--- src/core/asr_pkg.sv ---
// Package for the asynchronous static RAM host controller.
package asr_pkg;

  // ****************************************************************
  // Geometry
  // ****************************************************************
  localparam int ADDR_W = 17;
  localparam int DATA_W = 8;

  // ****************************************************************
  // Timing in ns and derived cycle counts at 125 MHz
  // ****************************************************************
  localparam int CLK_PERIOD_NS = 8;
  localparam int T_CYCLE_NS    = 70;  // Read and write cycle time, least.
  localparam int T_AS_NS       = 0;   // Address setup before strobe.
  localparam int T_WP_NS       = 50;  // Write pulse width, least.
  localparam int T_WR_NS       = 5;   // Write recovery, least.
  localparam int T_AA_NS       = 70;  // Address access, most.
  localparam int T_OHZ_NS      = 25;  // Gate to output released, most.
  localparam int T_DH_NS       = 0;   // Data hold after strobe end.

  function automatic int ns_to_cyc(input int ns);
    int c;
    c = (ns + CLK_PERIOD_NS - 1) / CLK_PERIOD_NS;
    return (c < 1) ? 1 : c;
  endfunction : ns_to_cyc

  localparam int AS_CYC  = ns_to_cyc(T_AS_NS);
  localparam int WP_CYC  = ns_to_cyc(T_WP_NS);
  localparam int WR_CYC  = ns_to_cyc(T_WR_NS);
  localparam int AA_CYC  = ns_to_cyc(T_AA_NS);
  localparam int OHZ_CYC = ns_to_cyc(T_OHZ_NS);
  localparam int DH_CYC  = ns_to_cyc(T_DH_NS);
  localparam int CYC_CYC = ns_to_cyc(T_CYCLE_NS);
  localparam int CNT_W   = 8;

  // ****************************************************************
  // Types
  // ****************************************************************
  typedef enum logic [5:0] {
    ST_IDLE  = 6'h01,
    ST_SETUP = 6'h02,
    ST_WSTRB = 6'h04,
    ST_WREC  = 6'h08,
    ST_READ  = 6'h10,
    ST_RREL  = 6'h20
  } asr_state_e;

  typedef struct packed {
    logic              we;
    logic [ADDR_W-1:0] addr;
    logic [DATA_W-1:0] wdata;
  } asr_req_s;

  typedef struct packed {
    logic              sel_n;
    logic              sel;
    logic              we_n;
    logic              oe_n;
    logic [ADDR_W-1:0] addr;
    logic [DATA_W-1:0] dout;
    logic              dout_en;
  } asr_pins_s;

  typedef struct packed {
    asr_state_e        st;
    logic [CNT_W-1:0]  cnt;
    logic [CNT_W-1:0]  cyc;
    logic              wr;
    asr_pins_s         pins;
    logic [DATA_W-1:0] rdata;
    logic              rvalid;
    logic              wdone;
    logic [DATA_W-1:0] in1;
    logic [DATA_W-1:0] in2;
    logic [DATA_W-1:0] in3;
  } asr_state_s;

endpackage : asr_pkg

--- src/core/asr_host.sv ---
// Host controller driving an asynchronous 128K x 8 static RAM through its pins.
`timescale 1ns/10ps
module asr_host #(
  parameter int ADDR_W = asr_pkg::ADDR_W,
  parameter int DATA_W = asr_pkg::DATA_W
) (
  input  wire logic              i_clk,
  input  wire logic              i_sys_rst,
  input  wire logic              i_ce,
  input  wire logic              i_req_valid,
  input  wire asr_pkg::asr_req_s i_req,
  output logic                   o_req_ready,
  output logic [DATA_W-1:0]      o_rdata,
  output logic                   o_rvalid,
  output logic                   o_wdone,
  input  wire logic              i_retain,
  output logic                   o_select_low_active_n,
  output logic                   o_select_high_active,
  output logic                   o_we_n,
  output logic                   o_oe_n,
  output logic [ADDR_W-1:0]      o_word_select_lines,
  output logic [DATA_W-1:0]      o_byte_lines,
  output logic                   o_byte_lines_oe,
  input  wire logic [DATA_W-1:0] i_byte_lines
);

  // ****************************************************************
  // State
  // ****************************************************************
  asr_pkg::asr_state_s s_q;
  asr_pkg::asr_state_s s_d;

  // ****************************************************************
  // Timing counts
  // ****************************************************************
  localparam logic [7:0] WP_C  = 8'(asr_pkg::WP_CYC);
  localparam logic [7:0] WR_C  = 8'(asr_pkg::WR_CYC);
  localparam logic [7:0] AA_C  = 8'(asr_pkg::AA_CYC);
  localparam logic [7:0] OHZ_C = 8'(asr_pkg::OHZ_CYC);
  localparam logic [7:0] AS_C  = 8'(asr_pkg::AS_CYC);
  localparam logic [7:0] CYC_C = 8'(asr_pkg::CYC_CYC);
  // The byte lines pass three flops, which a read must wait out after the access time.
  localparam int         SYNC_N = 3;
  localparam logic [7:0] RD_C   = AA_C + 8'(SYNC_N);

  // A countdown has run out once it reaches one; zero counts as run out as well.
  function automatic logic cnt_last(input logic [7:0] c);
    return (c <= 8'h01);
  endfunction : cnt_last

  // ****************************************************************
  // Request side
  // ****************************************************************
  // Requests are only taken from idle and never while retention is asked.
  assign o_req_ready = (s_q.st == asr_pkg::ST_IDLE) && !i_retain;

  // ****************************************************************
  // Next state
  // ****************************************************************
  always_comb
  begin
    s_d        = s_q;
    s_d.rvalid = 1'b0;
    s_d.wdone  = 1'b0;
    // Byte lines pass three flops; a change counts once stages two and three agree.
    s_d.in1    = i_byte_lines;
    s_d.in2    = s_q.in1;
    s_d.in3    = s_q.in2;
    if (s_q.cnt != 8'h00)
    begin
      s_d.cnt = s_q.cnt - 8'h01;
    end
    if (s_q.cyc != 8'h00)
    begin
      s_d.cyc = s_q.cyc - 8'h01;
    end
    unique case (s_q.st)
      asr_pkg::ST_IDLE:
      begin
        s_d.pins.we_n    = 1'b1;
        s_d.pins.oe_n    = 1'b1;
        s_d.pins.dout_en = 1'b0;
        s_d.pins.sel_n   = 1'b1;
        // Retention: high-active select held low, a rail level; others free.
        s_d.pins.sel     = !i_retain;
        // Ready does not show the cycle-time count, so a requester holds valid until taken.
        if (i_req_valid && !i_retain && s_q.cyc == 8'h00)
        begin
          // Address moves only while deselected.
          s_d.pins.addr  = i_req.addr;
          s_d.pins.dout  = i_req.wdata;
          s_d.wr         = i_req.we;
          s_d.cnt        = AS_C;
          s_d.st         = asr_pkg::ST_SETUP;
        end
      end
      asr_pkg::ST_SETUP:
      begin
        // The cycle-time count starts with the select, so back-to-back cycles stay spaced.
        if (cnt_last(s_q.cnt))
        begin
          s_d.pins.sel_n = 1'b0;
          s_d.cyc        = CYC_C;
          if (s_q.wr)
          begin
            // Strobe and select fall together so the memory never drives.
            s_d.pins.we_n    = 1'b0;
            s_d.pins.dout_en = 1'b1;
            s_d.cnt          = WP_C;
            s_d.st           = asr_pkg::ST_WSTRB;
          end
          else
          begin
            s_d.pins.oe_n = 1'b0;
            // Access time plus the synchroniser's delay, so the captured byte has settled.
            s_d.cnt       = RD_C;
            s_d.st        = asr_pkg::ST_READ;
          end
        end
      end
      asr_pkg::ST_WSTRB:
      begin
        // The strobe count covers the least write pulse width.
        if (cnt_last(s_q.cnt))
        begin
          // End the write with the strobe; data holds one cycle beyond it.
          s_d.pins.we_n = 1'b1;
          s_d.cnt       = WR_C;
          s_d.st        = asr_pkg::ST_WREC;
        end
      end
      asr_pkg::ST_WREC:
      begin
        s_d.pins.sel_n = 1'b1;
        s_d.pins.dout_en = 1'b0;
        // The host lets go of the byte lines together with the select, after the strobe.
        if (cnt_last(s_q.cnt))
        begin
          s_d.wdone = 1'b1;
          s_d.st    = asr_pkg::ST_IDLE;
        end
      end
      asr_pkg::ST_READ:
      begin
        // Take the byte only once the last two synchroniser stages agree. A bus that
        // never settles stalls the read; a working memory settles after its access time.
        if (cnt_last(s_q.cnt) && (s_q.in2 == s_q.in3))
        begin
          s_d.rdata      = s_q.in3;
          s_d.pins.oe_n  = 1'b1;
          s_d.pins.sel_n = 1'b1;
          s_d.cnt        = OHZ_C;
          s_d.st         = asr_pkg::ST_RREL;
        end
      end
      asr_pkg::ST_RREL:
      begin
        // Wait for the memory to let go of the byte lines before anything else.
        if (cnt_last(s_q.cnt))
        begin
          s_d.rvalid = 1'b1;
          s_d.st     = asr_pkg::ST_IDLE;
        end
      end
      default:
      begin
        s_d.st = asr_pkg::ST_IDLE;
      end
    endcase
  end

  // ****************************************************************
  // Registers
  // ****************************************************************
  always_ff @(posedge i_clk or posedge i_sys_rst)
  begin
    if (i_sys_rst)
    begin
      // Strobes and low-active select start high and the rest low, so the memory sees no stray write.
      s_q              <= '0;
      s_q.st           <= asr_pkg::ST_IDLE;
      s_q.pins.sel_n   <= 1'b1;
      s_q.pins.we_n    <= 1'b1;
      s_q.pins.oe_n    <= 1'b1;
    end
    else if (i_ce)
    begin
      // A low clock enable freezes every count, so pin timing stretches, never shrinks.
      s_q <= s_d;
    end
  end

  // ****************************************************************
  // Outputs
  // ****************************************************************
  assign o_select_low_active_n = s_q.pins.sel_n;
  assign o_select_high_active  = s_q.pins.sel;
  assign o_we_n                = s_q.pins.we_n;
  assign o_oe_n                = s_q.pins.oe_n;
  assign o_word_select_lines   = s_q.pins.addr;
  assign o_byte_lines          = s_q.pins.dout;
  assign o_byte_lines_oe       = s_q.pins.dout_en;
  assign o_rdata               = s_q.rdata;
  assign o_rvalid              = s_q.rvalid;
  assign o_wdone               = s_q.wdone;

endmodule : asr_host

--- config.mk ---
export PLATFORM = sky130hd
export DESIGN_NAME = asr_host
export DESIGN_NICKNAME = d
export VERILOG_FILES = /design/src/core/asr_pkg.sv /design/src/core/asr_host.sv
export SDC_FILE = /design/constraint.sdc
export NUM_CORES = 1
export LEC_CHECK = 0
export ABC_AREA = 1
export BUFFER_PORTS_ARGS = -buffer_cell sky130_fd_sc_hd__buf_2
export CORE_UTILIZATION = 60
export DETAILED_ROUTE_END_ITERATION = 8
export GPL_TIMING_DRIVEN = 0
export PLACE_DENSITY = 0.85
export SKIP_LAST_GASP = 1
export SYNTH_ARGS = -nofsm -noshare
export SYNTH_HDL_FRONTEND = slang
export SYNTH_SLANG_ARGS = --single-unit
--- constraint.sdc ---
create_clock -name i_clk -period 4.8 [get_ports i_clk]
set_input_delay 0.96 -clock i_clk [delete_from_list [all_inputs] [get_ports i_clk]]
set_output_delay 0.96 -clock i_clk [all_outputs]
set_load 0.005 [all_outputs]
; ---- Word-level counts from Yosys, hierarchy flattened
; Index checks and enable logic that the tools add are counted.
[word_totals]
ff_bits = 87
inputBits = 39
output_inout_bits = 41
[op_classes]
n_addsub = 2
magnitude_cmp = 1
n_eq_ne = 14
mux = 26
reduce_logical = 22
[op_table]
columns = operator, n
row1 = two-way mux 14 bit, 3
row2 = one-hot mux 8 bit (4 select lines), 1
row3 = one-hot mux 6 bit (5 select lines), 1
row4 = two-way mux 8 bit, 3
row5 = two-way mux 22 bit, 1
row6 = nonzero test 8 bit, 2
row7 = "subtractor 8 x 1 -> 8 bit, second input constant", 2
row8 = two-way mux 13 bit, 1
row9 = two-way mux 1 bit, 10
row10 = "inequality test 2 bit, second input constant", 5
row11 = AND reduction 5 bit, 2
row12 = one-hot mux 1 bit (3 select lines), 3
row13 = nonzero test 3 bit, 3
row14 = equality test 8 bit, 1
row15 = "less-or-equal comparator 8 x 1 -> 1 bit, second input constant", 1
row16 = zero test 8 bit, 1
row17 = AND reduction 4 bit, 2
row18 = "equality test 6 x 1 -> 1 bit, second input constant", 1
row19 = "equality test 6 x 2 -> 1 bit, second input constant", 1
row20 = "equality test 6 x 3 -> 1 bit, second input constant", 1
row21 = "equality test 6 x 4 -> 1 bit, second input constant", 1
row22 = "equality test 6 x 5 -> 1 bit, second input constant", 1
row23 = "equality test 6 bit, second input constant", 1
row24 = two-way mux 6 bit, 1
row25 = other kinds (10), 16

; ---- Depth between registers and ports, before layout
; Gate-level depths: netlist (run 1).
[logic_depth]
depth_word = 5
depth_mapped = 13
mapped_depth_nobuf = 13

; ---- Worst setup path before layout (run 1)
; No wires, ideal clock.
[synth_timing]
path_kind = input to output
startpoint = input i_retain
endpoint = output o_req_ready
t_arrival_ns = 1.096
required_ns = 3.840
slack_ns = 2.744
cell_stages = 1
cell_sequence = nor2_1
[synth_between]
elab_chain_len = 2
[synth_rtl]
columns = element, line_no
row1 = start: declaration, asr_host.sv:16  ; input wire logic i_retain,
row2 = zero test 1 bit, asr_host.sv:55  ; assign o_req_ready = (s_q.st == asr_pkg::ST_IDLE) && !i_retain;
row3 = logical AND 1 bit, asr_host.sv:55
row4 = end: declaration, asr_host.sv:12  ; output logic o_req_ready,
; Every way passes these cells.

; ---- Worst setup path in the final report (run 1)
[layout_timing]
startpoint = register s_q[86] in the netlist's numbering
endpoint = output o_req_ready
[layout_between]
elab_chain_len = 2
[layout_rtl]
columns = element, line_no
row1 = start: declaration, asr_host.sv:30  ; asr_pkg::asr_state_s s_q;
row2 = equality test 6 x 1 -> 1 bit, asr_host.sv:55
row3 = logical AND 1 bit, asr_host.sv:55
; Every way passes these cells.

==> impl_metrics.yaml, run 1 <==
clocking:
  cts_sinks: 87
  cts_buffers: 9
  cts_setup_buffers: 0
  cts_resized: 0
  cts_tree: "yes"
  cts_buffer_depth: 2
  clk_pin_slew_ps: 90
  cts-root-buf: "clkbuf_8"
  cts_hold_buf: 0
  clock_latency_ps: 360
  htree_levels: 3
synth:
  muxShareOfSynthArea: 0.0795
  synthXorXnorAreaFrac: 0.0172
  synthAdderAreaFrac: 0.0137
  syn-cell-area_um2: 4580
  synth_edf_count: 0
  ys_seq_area_frac: 0.476
  synth_cells: 504
  synth_most_common_cell: "nand2_1"
  synth_fp_nets: 548
  synth_compound_area_frac: 0.0748
  synth_top_family_by_area: "simple AND/OR/NAND/NOR gates"
  synth_top_area_cell: "dfrtp_1"
  yosysUniqueCellTypes: 42
  yosysWarnings: 0
  avgSynthCellArea_um2: 9.09
  synthSimpleGateAreaFrac: 0.226
  ys_seq_elements: 87
  synthArstFlopShare: 1.00
  synth_top_area_frac: 0.453
  yosys-top-cells-area: "dfrtp_1, nand2_1, mux2_4"
  synth_common_cells: "nand2_1, dfrtp_1, inv_1, buf_4, nor2_1"
  synth-main-ff-cell: "dfrtp_1"
timing:
  setup_violations: 0
  whs_ps: 478
  skew_ps: 13.1
  slew-limit-headroom: 0.647
  min_period_ps: 2430
  tns_ps: 0
  rsz0062_at_grt: "false"
  period_share: 0.507
  fmax_ghz: 0.411
  setup_ws_ps: 2370
  hold_violations: 0
  drv_slew: 0
  worst_pin_slew_ps: 529
grt:
  grt-ovfl-total: 0
  grt_first_pass_wirelength_um: 14900
  grt_pass1_vias: 3293
  grt_start_max_net_pins: 67
  antenna_found_initial: 0
  grt.total_usage: 0.247
worst_setup_path:
  timing.rr.end: "s_q[69]"
  worstRegToRegCells: 9
  end_kind: "output port"
  crit_required_ps: 3840
  path_max_fanout: 8
  path_class: "reg2out"
  rrSetupSlack_ps: 2760
  critPathLaunchType: "flop"
  timing.rr.start: "s_q[73]"
  critPathArrivalTime_ps: 1470
place:
  dpl.hpwl_um: 6570
  place_ws_ps: 2320
  io_buffers: 79
  routabilityCongestion: 0.891
power_and_ir_drop:
  power.leakage_nw: 3.00
  ir_drop_mv: 0.291
  p_per_area_nw_per_um2: 464
  totalPowerFinal_mw: 2.48
cells_and_area:
  area_growth_pct: 16.8
  drive_gt1_frac: 0.322
  fin_nets: 639
  n_antenna_cell: 0
min_path:
  hp-start: "s_d[8]"
  hold_depth: 2
  hold_class: "reg2reg"
  min_to: "s_d[8]"
routing:
  drtIter0Drc: 263
  drc_errors: 0
  drtAntennaViolNets: 0
  routed_via_density: 5.07
  routed_wl_um: 8950
  wl_per_cell_um: 12.8
  route.vias.total: 3545
  drt_pre_antenna_iters: 4
outcome:
  outcome: "finished, final reports clean"
die:
  start_util: 0.625
  die_area_um2: 7990
  ioPinCount: 80
  num_rows: 31
  coreArea_um2: 7330
  die_width_um: 89.4
  die_h_um: 89.4
job:
  maxCapViolCount: 0
## registers in the layout (all words and copies together), names as in the netlist, 8 cells and up
register,cells
s_q,31
o_word_select_lines,17
s_d,16
o_byte_lines,8
o_rdata,8
## worst max path at each step
| stage | from | end | slack, ps |
|---|---|---|---|
| global route | s_q[86] | o_req_ready | 2280 |
| detailed placement | i_ce | s_q[70] | 2320 |
| CTS | s_q[86] | o_req_ready | 2360 |
| finish | s_q[86] | o_req_ready | 2370 |
| floorplan | i_sys_rst | o_byte_lines[0] | 1600 |
| global placement | i_sys_rst | o_rdata[0] | 650 |
## per-stage QoR
| step | area (um^2) | util | cells |
|---|---|---|---|
| after detailed placement | 5130 | 0.700 | 683 |
| after CTS | 5350 | 0.730 | 699 |
| after global placement | 5100 | 0.696 | 682 |
| final | 5350 | 0.730 | 699 |
| after global routing | 5350 | 0.730 | 699 |
| after floorplan | 4580 | - | 504 |
## cells by family after synthesis
family | Yosys count
XOR/XNOR | 9
flip-flops | 87
adder cells (fa/ha/maj) | 5
AO/OA/AOI/OAI | 54
buffers and inverters | 98
multiplexers | 26
AND/OR/NAND/NOR | 225
## area by class of cell
| class | count | area (um^2) |
|---|---|---|
| tap | 99 | 124 |
| clock buffer | 10 | 128 |
| inverter | 54 | 205 |
| clock inverter | 6 | 92.6 |
| fill | 537 | 1980 |
| sequential | 87 | 2180 |
| timing repair buffer | 80 | 423 |
| multi-input combinational | 319 | 1880 |
| buffer | 44 | 313 |
## routing by layer
| metal | global-route usage | wire length (um) | vias to the layer above |
|---|---|---|---|
| met3 | 0.0462 | 473 | 12 |
| li1 | - | - | 1757 |
| met5 | 0 | 0 | - |
| met4 | 0.110 | 127 | 0 |
| met1 | 0.319 | 3900 | 1660 |
| met2 | 0.407 | 4450 | 116 |
## report_power, final
group	internal (mW)	leakage [nW]	switching (mW)	total (mW)
clock network	0.297	0.104	0.263	0.559
logic	0.383	1.77	0.529	0.912
registers	0.884	1.13	0.126	1.01
total	1.56	3.00	0.917	2.48
## critical path, stage by stage (launching register included)
cell and delay, ps:
dfrtp_1 450, nor2_4 180, nand4_4 180, nor2_1 170, buf_2 140
## layout by cell type, fill, tap and decap left out, types with 2 or more instances in the layout
cell        instances
nand2_1           146
dfrtp_1            83
buf_2              80
inv_1              51
buf_4              33
nor2_1             29
o21ai_0            26
nand3_1            24
mux2_4             19
o21ai_2             9
clkbuf_8            9
clkbuf_1            8
xor2_1              7
mux2_2              7
a21oi_1             6
ha_1                5
nor2_4              4
nand4_1             4
dfstp_2             4
nor2_2              3
buf_6               3
o21ai_1             3
nand4_4             2
inv_2               2
nand3_4             2
nand2_2             2
o211ai_1            2
nor3_1              2
o22ai_1             2
xnor2_1             2
clkinvlp_4          2
bufinv_16           2
inv_6               2
(Power assumes the default switching activity.)
==> inputs of run 2 (changes only) <==
Settings changed: CORE_UTILIZATION 60 to 51, PLACE_DENSITY 0.85 to 0.77.
Clock period 4.8 ns to 2 ns, I/O delays scaled along.
==> run 2 against run 1 <==
  * Cell count is 1.6% higher
  * Highest routed layer unchanged
  * Critical endpoint unchanged
  * Setup slack got worse by 2300 ps
  * Register-to-register slack worse by 2700 ps
  * Critical path depth unchanged
==> impl_metrics.yaml, run 2 (same netlist as run 1, synthesis figures left out) <==
outcome:
  outcome: "finished, final reports clean"
cells_and_area:
  regMostFlops: "s_q"
  final_common_cell: "nand2_1"
  final_cell_mix: "nand2_1, dfrtp_1, buf_2"
  final_core_util: 0.623
  drive_gt1_frac: 0.332
  area_growth_pct: 18.5
  fill_cells: 737
  largest_reg_flops: 31
  n_antenna_cell: 0
  fin_nets: 641
die:
  num_rows: 34
  die_width_um: 96.8
  start_util: 0.525
  die_area_um2: 9370
  coreArea_um2: 8720
  ioPinCount: 80
  die_h_um: 96.8
routing:
  drt_pre_antenna_iters: 4
  wl_per_cell_um: 13.2
  routed_wl_um: 9360
  drtAntennaViolNets: 0
  route.vias.total: 3540
  drc_errors: 0
  drtIter0Drc: 156
  routed_via_density: 4.99
grt:
  grt-ovfl-total: 0
  antenna_found_initial: 0
  grt_start_max_net_pins: 44
  grt.total_usage: 0.209
  grt_first_pass_wirelength_um: 16000
  grt_util_met1: 0.265
  gr-usage-met3: 0.0499
  top_usage_layer: "met2"
  use_met2: 0.350
  grt_pass1_vias: 3549
worst_setup_path:
  path_max_fanout: 8
  worstRegToRegCells: 8
  rrSetupSlack_ps: 100
  crit_path_max_incr_delay_ps: 440
  critPathArrivalTime_ps: 1510
  critPathLaunchType: "flop"
  timing.rr.end: "o_word_select_lines[13]"
  timing.rr.start: "s_q[65]"
  crit_required_ps: 1600
  crit_family: "simple AND/OR/NAND/NOR gates"
  path_class: "reg2out"
  cp_num_buf_inv: 1
  end_kind: "output port"
  path_cells: "nor2_4, nand4_4, nor2_2, buf_2"
  crit_slowest_cell: "dfrtp_1"
power_and_ir_drop:
  ir_drop_mv: 0.591
  power.leakage_nw: 3.02
  p_per_area_nw_per_um2: 1120
job:
  maxCapViolCount: 0
timing:
  setup_violations: 0
  fmax_ghz: 0.523
  period_share: 0.957
  skew_ps: 17.8
  rsz0062_at_grt: "true"
  drv_slew: 0
  hold_violations: 0
  tns_ps: 0
  min_period_ps: 1910
  slew-limit-headroom: 0.620
  worst_pin_slew_ps: 569
clocking:
  cts_sinks: 87
  cts_buffers: 9
  clock_latency_ps: 370
  clk_pin_slew_ps: 90
  cts-root-buf: "clkbuf_8"
  htree_levels: 3
  cts_tree: "yes"
  cts_buffer_depth: 2
min_path:
  hp-start: "i_byte_lines[0]"
  hold_class: "in2reg"
  min_to: "s_d[8]"
  hold_depth: 3
place:
  io_buffers: 79
  routabilityCongestion: 0.859
  dpl.hpwl_um: 6790
## run 2: cell types whose count changed in the layout (fill, tap and decap cells not counted), sizes merged
| cell | change |
|---|---|
| buf | +1 |
| clkbuf | +1 |
| dlygate4sd3 | +1 |
| inv | -3 |
| bufinv | +1 |
| clkinvlp | -1 |
| clkinv | +2 |
## run 2: how the worst max path moves through the flow
stage	startpoint	endpoint	slack (ps)	cells past startpoint
floorplan	s_q[65]	o_byte_lines[7]	270	8
global placement	i_ce	s_q[70]	8	5
detailed placement	i_ce	s_q[70]	-30	5
CTS	s_q[86]	o_req_ready	20	4
global route	s_q[65]	o_word_select_lines[13]	-30	8
finish	s_q[86]	o_req_ready	90	4
## run 2: worst reg2reg max path: cells and delay by family (launching register included)
family	cells	cell delay, ps
mux	1	300
buf+inv	3	450
fa+ha+maj	1	170
simple gates	3	460
flops	1	400
## run 2: metal layers
| layer | vias up | part of all wire |
|---|---|---|
| met2 | 102 | 0.49 |
| met1 | 1668 | 0.44 |
| met3 | 14 | 0.058 |
| met4 | 0 | 0.012 |
| li1 | 1756 | - |
| met5 | - | 0 |
## run 2: layout make-up
type,count,area (um^2),share of cell area
buffer,44,313,0.0576
multi-input combinational,319,1910,0.351
sequential,87,2180,0.402
inverter,54,206,0.0380
tap,108,135,0.0249
clock buffer,11,131,0.0242
timing repair buffer,82,445,0.0820
clock inverter,5,108,0.0198
## run 2: stage by stage
stage / power [mW] / hold WS (ps) / area, um^2 / worst slack (ps) / cells
floorplan: 4.06 / 442 / 4590 / 267 / 504
global placement: 4.50 / 458 / 5120 / 8.41 / 691
detailed placement: 4.60 / 330 / 5160 / -30.0 / 693
CTS: 6.10 / 217 / 5410 / 19.0 / 710
global route: 6.54 / 230 / 5430 / -25.3 / 710
finish: 6.10 / 221 / 5430 / 86.3 / 710
## run 2: what timing repair did
item | CTS | global route
resized for setup | 1 | 7
hold buffers | 1 | 0
endpoints found under the hold margin | 4 | 0
cloned | 0 | 0
buffers inserted | 0 | 0
setup endpoints to repair | 1 | 40
## run 2: report_power, final
group / switching (mW) / internal [mW] / total [mW]
registers: 0.308 / 2.12 / 2.43
clock network: 0.643 / 0.835 / 1.48
logic: 1.25 / 0.936 / 2.19
total: 2.21 / 3.90 / 6.10
==> inputs of run 3 (changes only) <==
Settings changed: CAP_MARGIN set to 15, CELL_PAD_IN_SITES_DETAIL_PLACEMENT set to 0, CELL_PAD_IN_SITES_GLOBAL_PLACEMENT set to 1, CORE_UTILIZATION 51 to 38, PLACE_DENSITY 0.77 to unset, PLACE_DENSITY_LB_ADDON set to 0.1, RECOVER_POWER set to 50.
==> run 3 against run 2 <==
  * The run now ends with design-rule violations left
  * Cell count rose by 5.9%
  * Power is 3.0% higher
  * Final area increased by 2.3%
  * Routed wire length rose by 10%
  * Combinational power increased by 4%
  * Die area rose by 33%
  * Clock skew shrank 9.7 ps
  * Critical path depth unchanged
  * Sequential cell count unchanged
  * Sequential share of layout area decreased by 0.91 points
  * Global-route usage decreased by 2.8 points
  * Fmax is 0.55% higher
  * Critical path type unchanged
  * Critical endpoint unchanged
  * Largest power group unchanged
==> impl_metrics.yaml, run 3 (same netlist as run 1, synthesis figures left out) <==
outcome:
  outcome: "finished, violations left"
  violations: "design-rule violations"
cells_and_area:
  fin_nets: 648
  drive_gt1_frac: 0.342
  area_growth_pct: 21.2
  regMostFlops: "s_q"
  final_cell_mix: "nand2_1, dfrtp_1, buf_2"
  n_antenna_cell: 0
  instances_no_fill: 752
  final_common_cell: "nand2_1"
  largest_reg_flops: 31
  final_core_util: 0.480
worst_setup_path:
  cp_num_buf_inv: 1
  critPathLaunchType: "flop"
  crit_required_ps: 1600
  path_max_fanout: 8
  crit_family: "simple AND/OR/NAND/NOR gates"
  critPathArrivalTime_ps: 1500
  path_class: "reg2out"
  end_kind: "output port"
  crit_path_max_incr_delay_ps: 440
  crit_slowest_cell: "dfrtp_1"
  path_cells: "nor2_4, nand4_4, nor2_2, buf_2"
  rrSetupSlack_ps: 160
clocking:
  cts_sinks: 87
  cts-root-buf: "clkbuf_16"
  cts_hold_buf: 0
  htree_levels: 3
  cts_tree: "yes"
  cts_buffer_depth: 2
  clk_pin_slew_ps: 60
  cts_buffers: 9
  clock_latency_ps: 340
place:
  io_buffers: 79
  dpl.hpwl_um: 7400
  dp.cells: 728
  routabilityCongestion: 0.761
grt:
  grt.total_usage: 0.181
  grt_start_max_net_pins: 38
  grt_pass1_vias: 3576
  grt-ovfl-total: 0
  grt_first_pass_wirelength_um: 17700
  antenna_found_initial: 0
job:
  maxCapViolCount: 0
routing:
  routed_wl_um: 10300
  drtAntennaViolNets: 0
  routed_via_density: 4.66
  drt_pre_antenna_iters: 7
  route.vias.total: 3508
  drtIter0Drc: 116
  wl_per_cell_um: 13.7
  drc_errors: 2
timing:
  min_period_ps: 1900
  setup_violations: 0
  skew_ps: 8.10
  worst_pin_slew_ps: 1070
  fmax_ghz: 0.525
  slew-limit-headroom: 0.283
  hold_violations: 0
  drv_slew: 0
  period_share: 0.952
  whs_ps: 246
  rsz0062_at_grt: "true"
die:
  ioPinCount: 80
  die_h_um: 112
  coreArea_um2: 11600
  die_area_um2: 12500
  num_rows: 39
  die_width_um: 112
  start_util: 0.396
power_and_ir_drop:
  power.leakage_nw: 3.05
  p_per_area_nw_per_um2: 1130
  ir_drop_mv: 0.713
min_path:
  hold_class: "in2async"
## run 3: cell count changes in the layout (fill, tap and decap cells not counted), sizes merged
cell	before	now
clkinvlp	1	3
bufinv	3	0
clkbuf	18	31
buf	118	113
clkinv	2	3
dlygate4sd3	1	0
## run 3: worst paths after layout
check	start	end	cells past startpoint
max reg2reg	s_q[73]	s_q[78]	9
min	i_sys_rst	o_word_select_lines[10]	2
min reg2reg	s_d[8]	s_d[8]	2
max	s_q[86]	o_req_ready	4
min in group i_clk	i_byte_lines[6]	s_d[14]	3
max in group asynchronous	i_sys_rst	s_q[77]	3
## run 3: cell type report
type	count	area [um^2]
well taps	143	179
plain buffers	44	313
clock buffers	11	243
repair buffers	89	478
inverters	54	204
multi-input cells	319	1920
clock inverters	5	33.8
fillers	1124	6010
flip-flops and latches	87	2180
## run 3: stage by stage
stage / setup slack [ps] / cell area [um^2] / TNS (ps) / power [mW]
after detailed placement: -123 / 5200 / -1090 / 4.63
after CTS: -18.1 / 5510 / -143 / 6.31
final: 96.7 / 5560 / 0 / 6.29
after floorplan: 267 / 4590 / 0 / 4.06
after global placement: -143 / 5160 / -8840 / 4.58
after global routing: -24.6 / 5560 / -41.7 / 6.80
## run 3: where the power goes
part	switching [mW]	internal, mW
Clock	0.701	0.874
Sequential	0.307	2.13
Combinational	1.28	1.00
## run 3: timing repair
item	4_1_cts	5_1_grt
buffers inserted	3	5
setup endpoints to repair	7	42
gates resized for setup	3	9
pin swaps	0	3
## run 3: metal layers
layer,share of wire,track usage,up-vias
met2,0.48,0.299,67
met1,0.47,0.234,1661
met4,0.010,0.0468,0
met5,0,0,-
met3,0.037,0.0512,8
li1,-,-,1772
